### src/fpcc_params.svh
/*
 * Constants of the clock-generation control block: register offsets,
 * field positions, reset values and timing figures.
 * Assumes it is included by bare name, after any timescale directive.
 */
`ifndef FPCC_PARAMS_SVH
`define FPCC_PARAMS_SVH

// Register byte offsets on the APB window
`define FPCC_ADDR_FLL_CTRL 8'h00
`define FPCC_ADDR_PLL_CTRLB 8'h04
`define FPCC_ADDR_PLL_RATIO 8'h08
`define FPCC_ADDR_IRQ_FLAGS 8'h0C
`define FPCC_ADDR_PLL_STATUS 8'h10
`define FPCC_ADDR_XOSC_CTRL 8'h14
`define FPCC_ADDR_PWR_STATUS 8'h18

// Frequency-locked loop control fields
`define FPCC_FLL_EN_BIT 0
`define FPCC_FLL_ONREQ_BIT 1
`define FPCC_FLL_CTRL_RST 2'h2

// Phase-locked loop control B fields
`define FPCC_LTSEL_LSB 0
`define FPCC_LTSEL_MSB 2
`define FPCC_BYPASS_BIT 3
`define FPCC_PLL_EN_BIT 4
`define FPCC_PLL_CTRLB_RST 5'h00

// Ratio register
`define FPCC_RATIO_W 16
`define FPCC_RATIO_RST 16'h0000

// Interrupt flag positions
`define FPCC_IRQ_W 6
`define FPCC_IRQ_FLL_COARSE 0
`define FPCC_IRQ_FLL_FINE 1
`define FPCC_IRQ_FLL_OOB 2
`define FPCC_IRQ_LOCK_RISE 3
`define FPCC_IRQ_LOCK_FALL 4
`define FPCC_IRQ_RATIO_DONE 5

// Crystal oscillator control
`define FPCC_AAMP_BIT 0

// Calibration limits
`define FPCC_COARSE_W 6
`define FPCC_FINE_W 10
`define FPCC_COARSE_MAX 6'h3F
`define FPCC_FINE_MAX 10'h3FF

// Timing: clock rate and lock time-outs
`define FPCC_CLK_MHZ 100
`define FPCC_TO_SHORT_MS 10
`define FPCC_TO_LONG_MS 11
`define FPCC_TO_SHORT_CYC (`FPCC_TO_SHORT_MS * 1000 * `FPCC_CLK_MHZ)
`define FPCC_TO_LONG_CYC (`FPCC_TO_LONG_MS * 1000 * `FPCC_CLK_MHZ)
`define FPCC_TO_CNT_W 21

`endif

### src/fpcc_pkg.sv
/*
 * Types of the clock-generation control block.
 * Assumes nothing beyond a SystemVerilog compiler.
 */
package fpcc_pkg;
   // Ratio update tracking states
   typedef enum logic [0:0] {
      FPCC_RATIO_IDLE = 1'b0, // No update outstanding
      FPCC_RATIO_WAIT = 1'b1  // New ratio sent, waiting for the loop
   } fpcc_ratio_st_t;
endpackage : fpcc_pkg

### src/fpcc_timer_if.sv
/*
 * Carrier between the control top and its lock time-out timer.
 * Assumes both ends share one clock.
 */
`timescale 1ns/100ps
`default_nettype none
interface fpcc_timer_if;
   logic run;       // Loop enabled and not yet locked
   logic [2:0] sel; // Time-out selector
   logic timeout;   // One-cycle pulse at expiry
   modport ctrl (output run, output sel, input timeout);
   modport timer (input run, input sel, output timeout);
endinterface : fpcc_timer_if
`default_nettype wire

### src/fpcc_lock_timer.sv
/*
 * Lock time-out timer of the phase-locked loop.
 * Assumes run and sel are synchronous to i_clock.
 */
`timescale 1ns/100ps
`default_nettype none
`include "fpcc_params.svh"
module fpcc_lock_timer #(
   parameter int unsigned SHORT_CYC = `FPCC_TO_SHORT_CYC, // Cycles of the short time-out
   parameter int unsigned LONG_CYC = `FPCC_TO_LONG_CYC    // Cycles of the long time-out
) (
   input wire logic i_clock,  // System clock
   input wire logic i_rst,    // Asynchronous reset, active high
   fpcc_timer_if.timer tif    // Run, selector and expiry
);
   logic [`FPCC_TO_CNT_W-1:0] count_q, count_d; // Elapsed cycles
   logic fired_q, fired_d;                       // Expiry seen this run
   logic pulse_q, pulse_d;                       // Expiry pulse

   // Terminal count for a selector; codes below 4 have no time-out
   function automatic logic [`FPCC_TO_CNT_W-1:0] limit_of(input logic [2:0] sel);
      limit_of = sel[1] ? `FPCC_TO_CNT_W'(LONG_CYC - 1) : `FPCC_TO_CNT_W'(SHORT_CYC - 1);
   endfunction : limit_of

   // Next count and expiry
   always_comb begin
      count_d = count_q;
      fired_d = fired_q;
      pulse_d = 1'b0;
      if (!(tif.run && tif.sel[2])) begin
         count_d = '0;
         fired_d = 1'b0;
      end else if (!fired_q) begin
         if (count_q == limit_of(tif.sel)) begin
            fired_d = 1'b1;
            pulse_d = 1'b1;
         end else begin
            count_d = count_q + `FPCC_TO_CNT_W'(1);
         end
      end
   end

   // Registers
   always_ff @(posedge i_clock or posedge i_rst) begin
      if (i_rst) begin
         count_q <= '0;
         fired_q <= 1'b0;
         pulse_q <= 1'b0;
      end else begin
         count_q <= count_d;
         fired_q <= fired_d;
         pulse_q <= pulse_d;
      end
   end

   assign tif.timeout = pulse_q;
endmodule : fpcc_lock_timer
`default_nettype wire

### src/fpcc_clock_ctrl.sv
/*
 * Clock-generation control: frequency-locked loop flags, phase-locked
 * loop lock masking, time-out and ratio loading, crystal amplitude bit,
 * all behind an APB slave.
 * Assumes loop status inputs are synchronous to i_clock.
 */
`timescale 1ns/100ps
`default_nettype none
`include "fpcc_params.svh"
module fpcc_clock_ctrl #(
   parameter int unsigned SHORT_CYC = `FPCC_TO_SHORT_CYC, // Short lock time-out cycles
   parameter int unsigned LONG_CYC = `FPCC_TO_LONG_CYC    // Long lock time-out cycles
) (
   input wire logic i_clock,                          // 100 MHz system clock
   input wire logic i_rst,                            // Asynchronous reset, high
   input wire logic i_psel,                           // APB select
   input wire logic i_penable,                        // APB enable
   input wire logic i_pwrite,                         // APB direction
   input wire logic [7:0] i_paddr,                    // APB byte address
   input wire logic [31:0] i_pwdata,                  // APB write data
   output logic o_pready,                             // APB ready
   output logic [31:0] o_prdata,                      // APB read data
   output logic o_pslverr,                            // APB error
   input wire logic i_pll_lock,                       // Lock detector
   input wire logic i_pll_ratio_applied,              // Loop took new ratio
   input wire logic i_fll_locking,                    // Locking sequence active
   input wire logic i_fll_coarse_lock,                // Coarse lock reached
   input wire logic i_fll_fine_lock,                  // Fine lock reached
   input wire logic [`FPCC_COARSE_W-1:0] i_fll_coarse, // Coarse calibration
   input wire logic [`FPCC_FINE_W-1:0] i_fll_fine,     // Fine calibration
   output logic o_pll_enable,                         // Loop enable
   output logic o_pll_clk_en,                         // Loop output gate
   output logic [`FPCC_RATIO_W-1:0] o_pll_ratio,      // Ratio to the loop
   output logic o_fll_enable,                         // Loop enable
   output logic o_fll_on_request_run,                 // Run only on request
   output logic o_auto_amplitude_en                   // Crystal amplitude control
);
   fpcc_timer_if tif ();                                // Link to the timer

   logic pready_q, pready_d;                            // Answer flag
   logic [31:0] prdata_q, prdata_d;                     // Read data
   logic pslverr_q, pslverr_d;                          // Error flag
   logic [1:0] fll_ctrl_q, fll_ctrl_d;                  // Loop control
   logic [4:0] pll_ctrlb_q, pll_ctrlb_d;                // Control B
   logic [`FPCC_RATIO_W-1:0] ratio_q, ratio_d;          // Ratio
   logic [`FPCC_IRQ_W-1:0] flags_q, flags_d;            // Sticky flags
   logic aamp_q, aamp_d;                                // Amplitude bit
   logic lock_q, lock_d;                                // Lock status
   logic coarse_q, coarse_d;                            // Coarse lock seen
   logic fine_q, fine_d;                                // Fine lock seen
   logic timed_out_q, timed_out_d;                      // Time-out status
   logic clk_en_q, clk_en_d;                            // Output gate
   fpcc_pkg::fpcc_ratio_st_t rst_q, rst_d;              // Ratio tracker
   logic access;                                        // Access phase, first cycle
   logic wr;                                            // Write commits
   logic mapped;                                        // Address decodes
   logic [`FPCC_IRQ_W-1:0] set;                         // Hardware set terms
   logic [`FPCC_IRQ_W-1:0] clr;                         // Software clear terms

   // True when a calibration value sits at zero or full scale
   function automatic logic at_limit(input logic [9:0] val, input logic [9:0] max);
      at_limit = (val == 10'h000) || (val == max);
   endfunction : at_limit

   // Lock time-out timer
   fpcc_lock_timer #(.SHORT_CYC(SHORT_CYC), .LONG_CYC(LONG_CYC)) fpcc_lock_timer_i (
      .i_clock(i_clock),
      .i_rst(i_rst),
      .tif(tif)
   );
   assign tif.run = pll_ctrlb_q[`FPCC_PLL_EN_BIT] && !lock_q;
   assign tif.sel = pll_ctrlb_q[`FPCC_LTSEL_MSB:`FPCC_LTSEL_LSB];

   // Bus decode: answer one cycle into the access phase
   always_comb begin
      access = i_psel && i_penable && !pready_q;
      wr = i_psel && i_penable && pready_q && i_pwrite && !pslverr_q;
      unique case (i_paddr)
         `FPCC_ADDR_FLL_CTRL, `FPCC_ADDR_PLL_CTRLB, `FPCC_ADDR_PLL_RATIO,
         `FPCC_ADDR_IRQ_FLAGS, `FPCC_ADDR_PLL_STATUS, `FPCC_ADDR_XOSC_CTRL,
         `FPCC_ADDR_PWR_STATUS: mapped = 1'b1;
         default: mapped = 1'b0;
      endcase
   end

   // Bus answer and read mux
   always_comb begin
      pready_d = access;
      pslverr_d = access && !mapped;
      prdata_d = 32'h0000_0000;
      if (access && !i_pwrite) begin
         unique case (i_paddr)
            `FPCC_ADDR_FLL_CTRL: prdata_d = {30'h0, fll_ctrl_q};
            `FPCC_ADDR_PLL_CTRLB: prdata_d = {27'h0, pll_ctrlb_q};
            `FPCC_ADDR_PLL_RATIO: prdata_d = {16'h0, ratio_q};
            `FPCC_ADDR_IRQ_FLAGS: prdata_d = {26'h0, flags_q};
            `FPCC_ADDR_PLL_STATUS: prdata_d = {29'h0, timed_out_q, clk_en_q, lock_q};
            `FPCC_ADDR_XOSC_CTRL: prdata_d = {31'h0, aamp_q};
            `FPCC_ADDR_PWR_STATUS: prdata_d = {30'h0, fine_q, coarse_q};
            default: prdata_d = 32'h0000_0000;
         endcase
      end
   end

   // Control registers and ratio tracker
   always_comb begin
      fll_ctrl_d = fll_ctrl_q;
      pll_ctrlb_d = pll_ctrlb_q;
      ratio_d = ratio_q;
      aamp_d = aamp_q;
      rst_d = rst_q;
      if (wr && i_paddr == `FPCC_ADDR_FLL_CTRL) begin
         fll_ctrl_d = i_pwdata[1:0];
      end
      if (wr && i_paddr == `FPCC_ADDR_PLL_CTRLB) begin
         pll_ctrlb_d = i_pwdata[4:0];
      end
      if (wr && i_paddr == `FPCC_ADDR_XOSC_CTRL) begin
         aamp_d = i_pwdata[`FPCC_AAMP_BIT];
      end
      unique case (rst_q)
         fpcc_pkg::FPCC_RATIO_IDLE: begin
            if (i_pll_ratio_applied) begin
               rst_d = fpcc_pkg::FPCC_RATIO_IDLE;
            end
         end
         fpcc_pkg::FPCC_RATIO_WAIT: begin
            // wait for the loop to take the ratio
            if (i_pll_ratio_applied) begin
               rst_d = fpcc_pkg::FPCC_RATIO_IDLE;
            end
         end
      endcase
      if (wr && i_paddr == `FPCC_ADDR_PLL_RATIO) begin
         ratio_d = i_pwdata[`FPCC_RATIO_W-1:0];
         if (pll_ctrlb_q[`FPCC_PLL_EN_BIT]) begin
            rst_d = fpcc_pkg::FPCC_RATIO_WAIT;
         end
      end
      if (!pll_ctrlb_q[`FPCC_PLL_EN_BIT]) begin
         rst_d = fpcc_pkg::FPCC_RATIO_IDLE;
      end
   end

   // Status tracking and sticky flags
   always_comb begin
      lock_d = i_pll_lock;
      coarse_d = i_fll_coarse_lock;
      fine_d = i_fll_fine_lock;
      timed_out_d = pll_ctrlb_q[`FPCC_PLL_EN_BIT] && (timed_out_q || tif.timeout);
      // gate closed while lock is absent; bypass opens it
      clk_en_d = pll_ctrlb_q[`FPCC_PLL_EN_BIT] &&
                 (i_pll_lock || pll_ctrlb_q[`FPCC_BYPASS_BIT]);
      set = '0;
      set[`FPCC_IRQ_FLL_COARSE] = i_fll_coarse_lock && !coarse_q;
      set[`FPCC_IRQ_FLL_FINE] = i_fll_fine_lock && !fine_q;
      set[`FPCC_IRQ_FLL_OOB] = i_fll_locking &&
         (at_limit({4'h0, i_fll_coarse}, {4'h0, `FPCC_COARSE_MAX}) ||
          at_limit(i_fll_fine, `FPCC_FINE_MAX));
      // rise flag on lock gain; both flags on lock loss
      set[`FPCC_IRQ_LOCK_RISE] = (i_pll_lock != lock_q);
      set[`FPCC_IRQ_LOCK_FALL] = !i_pll_lock && lock_q;
      // done flag when the new ratio is in effect
      set[`FPCC_IRQ_RATIO_DONE] = (rst_q == fpcc_pkg::FPCC_RATIO_WAIT) && i_pll_ratio_applied;
      clr = (wr && i_paddr == `FPCC_ADDR_IRQ_FLAGS) ? i_pwdata[`FPCC_IRQ_W-1:0] : '0;
      // Set wins over a clear in the same cycle
      flags_d = (flags_q & ~clr) | set;
   end

   // All registers
   always_ff @(posedge i_clock or posedge i_rst) begin
      if (i_rst) begin
         pready_q <= 1'b0;
         prdata_q <= 32'h0000_0000;
         pslverr_q <= 1'b0;
         fll_ctrl_q <= `FPCC_FLL_CTRL_RST;
         pll_ctrlb_q <= `FPCC_PLL_CTRLB_RST;
         ratio_q <= `FPCC_RATIO_RST;
         flags_q <= '0;
         aamp_q <= 1'b0;
         lock_q <= 1'b0;
         coarse_q <= 1'b0;
         fine_q <= 1'b0;
         timed_out_q <= 1'b0;
         clk_en_q <= 1'b0;
         rst_q <= fpcc_pkg::FPCC_RATIO_IDLE;
      end else begin
         pready_q <= pready_d;
         prdata_q <= prdata_d;
         pslverr_q <= pslverr_d;
         fll_ctrl_q <= fll_ctrl_d;
         pll_ctrlb_q <= pll_ctrlb_d;
         ratio_q <= ratio_d;
         flags_q <= flags_d;
         aamp_q <= aamp_d;
         lock_q <= lock_d;
         coarse_q <= coarse_d;
         fine_q <= fine_d;
         timed_out_q <= timed_out_d;
         clk_en_q <= clk_en_d;
         rst_q <= rst_d;
      end
   end

   // Outputs straight from flops
   assign o_pready = pready_q;
   assign o_prdata = prdata_q;
   assign o_pslverr = pslverr_q;
   assign o_pll_enable = pll_ctrlb_q[`FPCC_PLL_EN_BIT];
   assign o_pll_clk_en = clk_en_q;
   assign o_pll_ratio = ratio_q;
   assign o_fll_enable = fll_ctrl_q[`FPCC_FLL_EN_BIT];
   assign o_fll_on_request_run = fll_ctrl_q[`FPCC_FLL_ONREQ_BIT];
   assign o_auto_amplitude_en = aamp_q;
endmodule : fpcc_clock_ctrl
`default_nettype wire

### config.mk
export PLATFORM = sky130hd
export DESIGN_NAME = fpcc_clock_ctrl
export DESIGN_NICKNAME = d
export VERILOG_FILES = /design/src/fpcc_pkg.sv /design/src/fpcc_timer_if.sv /design/src/fpcc_lock_timer.sv /design/src/fpcc_clock_ctrl.sv
export VERILOG_INCLUDE_DIRS = /design/src
export SDC_FILE = /design/constraint.sdc
export NUM_CORES = 1
export LEC_CHECK = 0
export BUFFER_PORTS_ARGS = -buffer_cell sky130_fd_sc_hd__buf_2
export CAP_MARGIN = 25
export CORE_ASPECT_RATIO = 0.7
export CORE_MARGIN = 2
export CORE_UTILIZATION = 46
export DETAILED_ROUTE_END_ITERATION = 8
export MAX_ROUTING_LAYER = met4
export PLACE_DENSITY = 0.8
export SKIP_LAST_GASP = 1
export SLEW_MARGIN = 20
export SYNTH_ARGS = -nofsm -noshare
export SYNTH_HDL_FRONTEND = slang
export SYNTH_SLANG_ARGS = --single-unit
export TNS_END_PERCENT = 1
### constraint.sdc
create_clock -name i_clock -period 2 [get_ports i_clock]
set_input_delay 0.2 -clock i_clock [delete_from_list [all_inputs] [get_ports i_clock]]
set_output_delay 0.2 -clock i_clock [all_outputs]
set_load 0.02 [all_outputs]
# After elaboration in Yosys (flattened, before gate mapping)
# Index checks and enable logic that the tools add are counted.
# W data, S select, Z words.
# word_totals
regBits	93
in_bits	66
out_inout_bits	55
wordCells	90
# classes
n_addsub	1
eq_ne	12
muxes	17
n_bitwise	4
n_reduce_logical	39
# ops
operator	n
$pmux W16 S7	1
$mux W21	4
$eq A8 B5 Y1 const B	3
$add A21 B1 Y21 const B	1
$eq A21 B21 Y1	1
$logic_and A1 B1 Y1	21
$eq A8 B4 Y1 const B	2
$mux W16	1
$eq A10 B10 Y1 const B	1
$logic_not A10 Y1	1
$mux W1	9
$eq A8 B3 Y1 const B	1
$logic_not A1 Y1	8
$logic_not A8 Y1	1
$reduce_or A7 Y1	1
$and A6 B6 Y6	1
$eq A6 B6 Y1 const B	1
$logic_not A6 Y1	1
$mux W6	1
$not A6 Y6	1
$or A6 B6 Y6	1
$logic_or A1 B1 Y1	5
$ne A2 B2 Y1 const B	2
$pmux W1 S2	1
3 further kinds	3

# Longest topological paths before layout
# Gate-level depths: netlist of the first run.
# depth
depth_word	9
mapped_depth	7
depth_no_buf	6

# By module
# Synthesis of the first run repeated with hierarchy kept, for this count alone.
# unflattened
cells_unflattened	355
hier_area_um2	3910.0
# by_module_without_submodules
mod	instances	cells_per_inst	area_each_um2
fpcc_clock_ctrl	1	199	2501.1
fpcc_lock_timer	1	156	1408.9

# Worst setup path before layout of the first run
# Ideal clock, no wire load.
# synth_path
path_type	reg2reg
startpoint	register pslverr_q, in the netlist o_pslverr
endpoint	register ratio_q[10], in the netlist o_pll_ratio[10]
setup_ns	0.125
arrival_time_ns	1.900
setup_slack_ns	-0.025
path_stages_with_launch	6
path_buffers	1
period_less_slack_ns	2.025
path_cell_list	dfrtp_1 or3_1 or3_4 nor2_4 buf_6 mux2_2
# synth_via
elab_chain_cells	3
# synth_lines
element	line_no	text
start: declaration	fpcc_clock_ctrl.sv:42	logic pslverr_q, pslverr_d;
start signal: assignment	fpcc_clock_ctrl.sv:190	pslverr_q <= pslverr_d;
$logic_not A1 Y1	fpcc_clock_ctrl.sv:77	wr = i_psel && i_penable && pready_q && i_pwrite && !pslverr_q;
$logic_and A1 B1 Y1	fpcc_clock_ctrl.sv:77	
$logic_and A1 B1 Y1 (no source line)	-	
end signal: assignment	fpcc_clock_ctrl.sv:178	ratio_q <= `FPCC_RATIO_RST;
end signal: assignment	fpcc_clock_ctrl.sv:193	ratio_q <= ratio_d;
end: declaration	fpcc_clock_ctrl.sv:45	logic [`FPCC_RATIO_W-1:0] ratio_q, ratio_d;
# No other way between the ends.
# A chain may end at the register's enable or synchronous reset.

# Worst setup path in the final report of the first run
# layout_path
startpoint	register pslverr_q, in the netlist o_pslverr
endpoint	register ratio_q[3], in the netlist o_pll_ratio[3]
# Same word-level chain as after synthesis.

==> run metrics, run 1 <==
Largest stage delay, worst path 0.41 ns; Worst EP arrival 2.18 ns; clock sinks 77; # Max-Cap Violations 0; Die X 112 µm; Top-Level Pins 121; slowest CP cell or3_4; Num CTS Buffers 9; number of flops mapped to enable cells by yosys 0; post-synth top area share 50.9%; Die ar. 8870 µm²; FMAX 510 MHz; Final Util 59.5%; Critical Path Most Common Cell or3_4; crit-path cells or3_4 -> or3_4 -> nor2_4 -> buf_4 -> mux2_2; CTS clk-pin slew, worst paths 0.06 ns; nets@finish 511; RSZ-0062 raised after global routing true; vias in the first global route 3,009; core box area 7870 µm²; most common cell in the netlist dfrtp_1; worst-path maximum fanout 4; Crit. End Element register; fraction of registers with async set or reset after synthesis 100%; first drt pass iteration count 4; final WL 8700 µm; Final setup viols 0; synth cell count leaders 76 x dfrtp_1, 28 x nand2_1, 25 x mux2_2, 23 x nor2_1, 16 x buf_4; Peak VDD IR 0.475 mV; post-CTS setup buffer count 0; post-synth top area cell dfrtp_1; sequential fraction of the synthesis area 51.6%; residual DRC count 0; CTS tree done; status finished, final reports clean; CTS Root Cell clkbuf_16; largest net degree at the start of global routing 54; Pleak 0.00224 µW; fin crit share 98.1%; cells after synthesis 336; cell area power density 751 nW/µm²; Power Total 3520 µW; Starting Density 47.5%; Synth Register Bits 77; critical path type register to register; Clock Path Buffers 2; drt wl/cell 15.8 µm; Total GRT Usage 21.4%; layout cell share with drive strength beyond 1 37.1%; clock latency on the worst-skew pair 0.34 ns; GP Congestion 0.816; Startpoint Class register; Hold Fails Final Rpt 0; Syn Std Cell Area 3740 µm²; Avg Cell Area, Syn 11.1 µm²; actual slew at the worst max-slew pin 0.593 ns; Worst slew margin 60.4%; first-pass GRT wire length 14,500 µm; Final ANT Viol Nets 0; number of antenna violations at the first check in global routing 0; Die H 79.4 µm; port bufs 88; grt ovf 0; top cells by area, synth dfrtp_1 51%, mux2_2 7.5%, buf_4 3.2%; synth warn 0; final HPWL from detailed placement 6210 µm; Worst Skew 0.00849 ns; max-slew violation total from the final report 0; Most used DFF post-synth dfrtp_1; Via Count 2,977; FP Rows 27; # H-tree levels 3; Vias/cell 5.42; synth unique cells 59; Tightest Hold Check Type input port to register; n_diodes 0; DRT iter0 DRCs 169; Critical Path RT 2.22 ns; min Tclk post-route 1.96 ns; area delta synth->final 25.3%
[final cells by class]
class | instances | area, µm²
Clock buffer | 11 | 233
Clock inverter | 5 | 83.8
Fill cell | 655 | 3190
Inverter | 7 | 30.0
Multi-Input combinational cell | 241 | 1660
Sequential cell | 77 | 1930
Tap cell | 101 | 126
Timing Repair Buffer | 107 | 622
[layer usage]
metal | GRT usage (%) | up-vias | wire length [µm]
li1 | - | 1394 | -
met1 | 27.6 | 1462 | 3800
met2 | 32.7 | 113 | 4000
met3 | 6.91 | 8 | 810
met4 | 6.42 | 0 | 87
met5 | - | - | 0
[repair_timing]
action,4_1_cts,5_1_grt
hold endpoints to repair,26,0
endpoints found under the setup margin,0,28
gates resized for setup,0,3
hold buffers,4,0
[cell families (layout without fill, tap and decap cells)]
| family | count (synthesis) | count (layout) | share of synthesized area (%) |
|---|---|---|---|
| other cells | 1 | 16 | 0.100 |
| simple gates | 134 | 134 | 20.6 |
| flops | 77 | 77 | 51.6 |
| mux | 33 | 33 | 9.94 |
| compound gates | 47 | 47 | 9.37 |
| xor+xnor | 9 | 9 | 2.11 |
| fa+ha+maj | 2 | 2 | 0.669 |
| buf+inv | 33 | 130 | 5.62 |
[worst max-delay path: cells and delay by family, from the launching register on]
family,cells,cell delay [ns]
DFF,1,0.38
buffers and inverters,1,0.17
muxes,1,0.33
and+or+nand+nor,3,0.97
[cells in the final DEF (no fill, tap or decap), types with 4 or more instances in the layout]
master / count
xor2_1: 4
nand4_1: 7
a21oi_1: 10
nor3b_1: 4
mux2_2: 25
dfrtp_1: 75
mux2i_1: 6
nor2_1: 23
nand2_1: 28
nor2b_1: 5
buf_4: 12
nand3_1: 7
clkbuf_16: 9
o21a_1: 4
conb_1: 16
buf_2: 88
and2_1: 11
o21ai_0: 7
inv_1: 6
dlygate4sd3_1: 4
or3_1: 8
xnor2_1: 5
nor3_1: 8
nor4_1: 5
a22o_1: 4
[through the flow]
step / hold WS, ns / std cells / cell area (µm²) / setup TNS, ns / setup WS (ns)
6_report: 0.0897 / 549 / 4680 / 0 / 0.0377
5_1_grt: 0.0925 / 549 / 4680 / -0.184 / -0.0375
4_1_cts: 0.0821 / 549 / 4670 / 0 / 0.0133
3_5_place_dp: 0.298 / 529 / 4320 / 0 / 0.0339
3_3_place_gp: 0.287 / 529 / 4320 / 0 / 0.0684
2_1_floorplan: 0.231 / 351 / 3800 / -0.223 / -0.0248
[power by group]
part	internal, µW	switching (µW)	total, µW
logic	75.7	123	199
registers	1570	8.62	1580
clock network	1100	643	1740
[flip-flops by register name, summed over array words and instances, names as in the netlist]
name / cells
fpcc_lock_timer_i.fired_q: 1
fll_ctrl_q: 2
o_auto_amplitude_en: 1
lock_q: 1
rst_q: 1
o_pslverr: 1
o_pll_ratio: 16
timed_out_q: 1
coarse_q: 1
o_pready: 1
fpcc_lock_timer_i.count_q: 21
flags_q: 6
o_prdata: 16
o_pll_clk_en: 1
fine_q: 1
fpcc_lock_timer_i.tif.timeout: 1
pll_ctrlb_q: 5
[worst paths after layout]
path | start | endpoint | slack, ns | cells after the start
setup / recovery | o_pslverr$_DFF_PP0_ | o_pll_ratio[3]$_DFFE_PP0P_ | 0.04 | 5
setup reg to reg | o_pslverr$_DFF_PP0_ | o_pll_ratio[3]$_DFFE_PP0P_ | 0.04 | 5
hold / removal | i_fll_locking | flags_q[2]$_DFF_PP0_ | 0.09 | 2
min in group asynchronous | i_rst | o_prdata[0]$_DFF_PP0_ | 0.47 | 3
max in group asynchronous | i_rst | fpcc_lock_timer_i.count_q[6]$_DFFE_PP0P_ | 0.86 | 4
hold reg to reg | fpcc_lock_timer_i.tif.timeout$_DFF_PP0_ | timed_out_q$_DFF_PP0_ | 0.46 | 1
(Power assumes the default switching activity.)
==> run 2, diff against run 1 <==
- CORE_MARGIN: 2 -> unset
- CORE_UTILIZATION: 46 -> 51
- PLACE_DENSITY: 0.8 -> 0.84
- clock period: 2 -> 1.85 ns (I/O delays scaled with it)
==> run 2 against run 1 <==
Compared with the run above:
- the run now ends with setup timing left
- clock skew barely moved
- wire length up 0.20%
- hold slack worse by 0.038 ns
- via count up 2.1%
- critical path depth stayed put
==> run metrics, run 2 (synthesis gave the netlist of run 1 again) <==
status finished with violations; failing checks setup timing; clock sinks 77 (unchanged); n_diodes 0 (unchanged); CTS tree done; first drt pass iteration count 5 (+1); Final ANT Viol Nets 0 (unchanged); Die X 104 µm (-6.6%); r2r startpoint o_pslverr$_DFF_PP0_; FMAX 513 MHz (+0.62%); # Max-Cap Violations 0 (unchanged); dpl cells 542 (+2.5%); final worst setup slack -0.100 ns (-0.138 ns); min Tclk post-route 1.95 ns (-0.0121 ns); Layout Cells excl Fill 562 (+2.4%); Critical Path RT 2.09 ns (-0.13 ns); number of antenna violations at the first check in global routing 0 (unchanged); fin crit share 105% (+7.3 points); CTS clk-pin slew, worst paths 0.08 ns (+0.02 ns); drt wl/cell 15.5 µm (-2.1%); Worst Skew 0.00858 ns (+0.0000879 ns); Final setup viols 31 (+31); post-CTS setup buffer count 0 (unchanged); Tightest Hold Check Type input port to register; final HPWL from detailed placement 6410 µm (+3.2%); Crit. End Element register; Power Total 3340 µW (-5.1%); cell area power density 704 nW/µm² (-6.3%); largest net degree at the start of global routing 44 (-19%); Starting Density 54.1% (+6.6 points); Startpoint Class register; worst slack at placement -0.0738 ns (-0.108 ns); grt ovf 0 (unchanged); critical path launch point o_pslverr$_DFF_PP0_; Via Count 3,040 (+2.1%); Num CTS Buffers 9 (unchanged); fillers 521 (-20%); Die H 73.6 µm (-7.3%); vias in the first global route 3,172 (+5.4%); area delta synth->final 26.9%; clock latency on the worst-skew pair 0.36 ns (+0.02 ns); core box area 6910 µm² (-12%); max-slew violation total from the final report 0 (unchanged); Post-DP Area 4470 µm² (+3.6%); # H-tree levels 3 (unchanged); Hold Fails Final Rpt 0 (unchanged); Worst EP arrival 2.19 ns (about the same); DRT iter0 DRCs 173 (+2.4%); first-pass GRT wire length 14,500 µm (+0.19%); Clock Path Buffers 2 (unchanged); RSZ-0062 raised after global routing true; final WL 8720 µm (+0.20%); GP Congestion 0.828 (+1.4%); port bufs 88 (unchanged); critical path type register to register; worst-path maximum fanout 3 (-1); most frequent cells in the layout 88 x buf_2, 76 x dfrtp_1, 32 x buf_4, 28 x nand2_1, 25 x mux2_2; Final Util 68.6% (+9.1 points); Die ar. 7680 µm² (-13%); Peak VDD IR 0.470 mV (-1.0%); Top-Level Pins 121 (unchanged); post-route cell area 4740 µm² (+1.3%); Top reg by flops fpcc_lock_timer_i.count_q; nets@finish 531 (+3.9%); FP Rows 25 (-7.4%); hold_sp i_fll_locking; CTS Root Cell clkbuf_8; layout cell share with drive strength beyond 1 39.7% (+2.7 points); residual DRC count 0 (unchanged); Vias/cell 5.41 (-0.25%); commonest non-fill, non-tap cell in the layout buf_2; Pleak 0.00230 µW (+2.9%); Largest register FFs 21 (unchanged); Total GRT Usage 25.6% (+4.2 points)
[run 2: cell types whose count changed in the layout (fill, tap and decap cells not counted), sizes merged]
cell	delta
buf	+20
clkinv	+1
inv	-1
[run 2: final cells by class]
| type | count | area (µm²) | share of cell area (%) |
|---|---|---|---|
| inverters | 7 | 30.0 | 0.633 |
| multi-input cells | 241 | 1660 | 35.0 |
| clock inverters | 5 | 83.8 | 1.77 |
| clock buffers | 11 | 141 | 2.98 |
| repair buffers | 127 | 781 | 16.5 |
| well taps | 94 | 118 | 2.48 |
| flip-flops and latches | 77 | 1930 | 40.6 |
[run 2: what timing repair did]
| action | 4_1_cts | 5_1_grt |
|---|---|---|
| resized for setup | 1 | 0 |
| hold buffers | 4 | 0 |
| endpoints found under the hold margin | 20 | 0 |
| cloned | 0 | 0 |
| setup endpoints to repair | 31 | 52 |
| pin swaps | 1 | 0 |
[run 2: worst max-delay path, cell delays in order, from the launching register on]
cell     delay [ns]
dfrtp_1        0.38
or3_1          0.40
or3_4          0.38
nor2b_1        0.19
buf_4          0.17
mux2_2         0.33
[run 2: worst paths after layout]
path	endpoint	cells after the start	slack [ns]
worst min-delay path	flags_q[2]$_DFF_PP0_	2	0.05
worst max register to register	pll_ctrlb_q[4]$_DFFE_PP0P_	5	-0.10
max in group asynchronous	fll_ctrl_q[1]$_DFFE_PP1P_	4	0.85
min in group asynchronous	fpcc_lock_timer_i.count_q[19]$_DFFE_PP0P_	3	0.38
worst min register to register	timed_out_q$_DFF_PP0_	1	0.47
worst max-delay path	pll_ctrlb_q[4]$_DFFE_PP0P_	5	-0.10
[run 2: report_power, final]
group	total (µW)	switching, µW	internal [µW]
clock network	1420	617	798
registers	1700	8.96	1700
logic	220	134	86.1
[run 2: per-layer routing]
| metal | part of all wire [%] | up-vias | global-route usage (%) |
|---|---|---|---|
| li1 | - | 1426 | - |
| met1 | 44 | 1472 | 31.4 |
| met2 | 47 | 125 | 40.4 |
| met3 | 7.3 | 17 | 7.01 |
| met4 | 1.5 | 0 | 11.1 |
| met5 | 0 | - | - |
[run 2: per-stage QoR]
stage | hold slack [ns] | TNS (ns)
final | 0.0519 | -1.97
after global routing | 0.0365 | -5.23
after CTS | 0.0425 | -2.19
after detailed placement | 0.223 | -1.50
after global placement | 0.220 | -0.803
after floorplan | 0.216 | -2.73
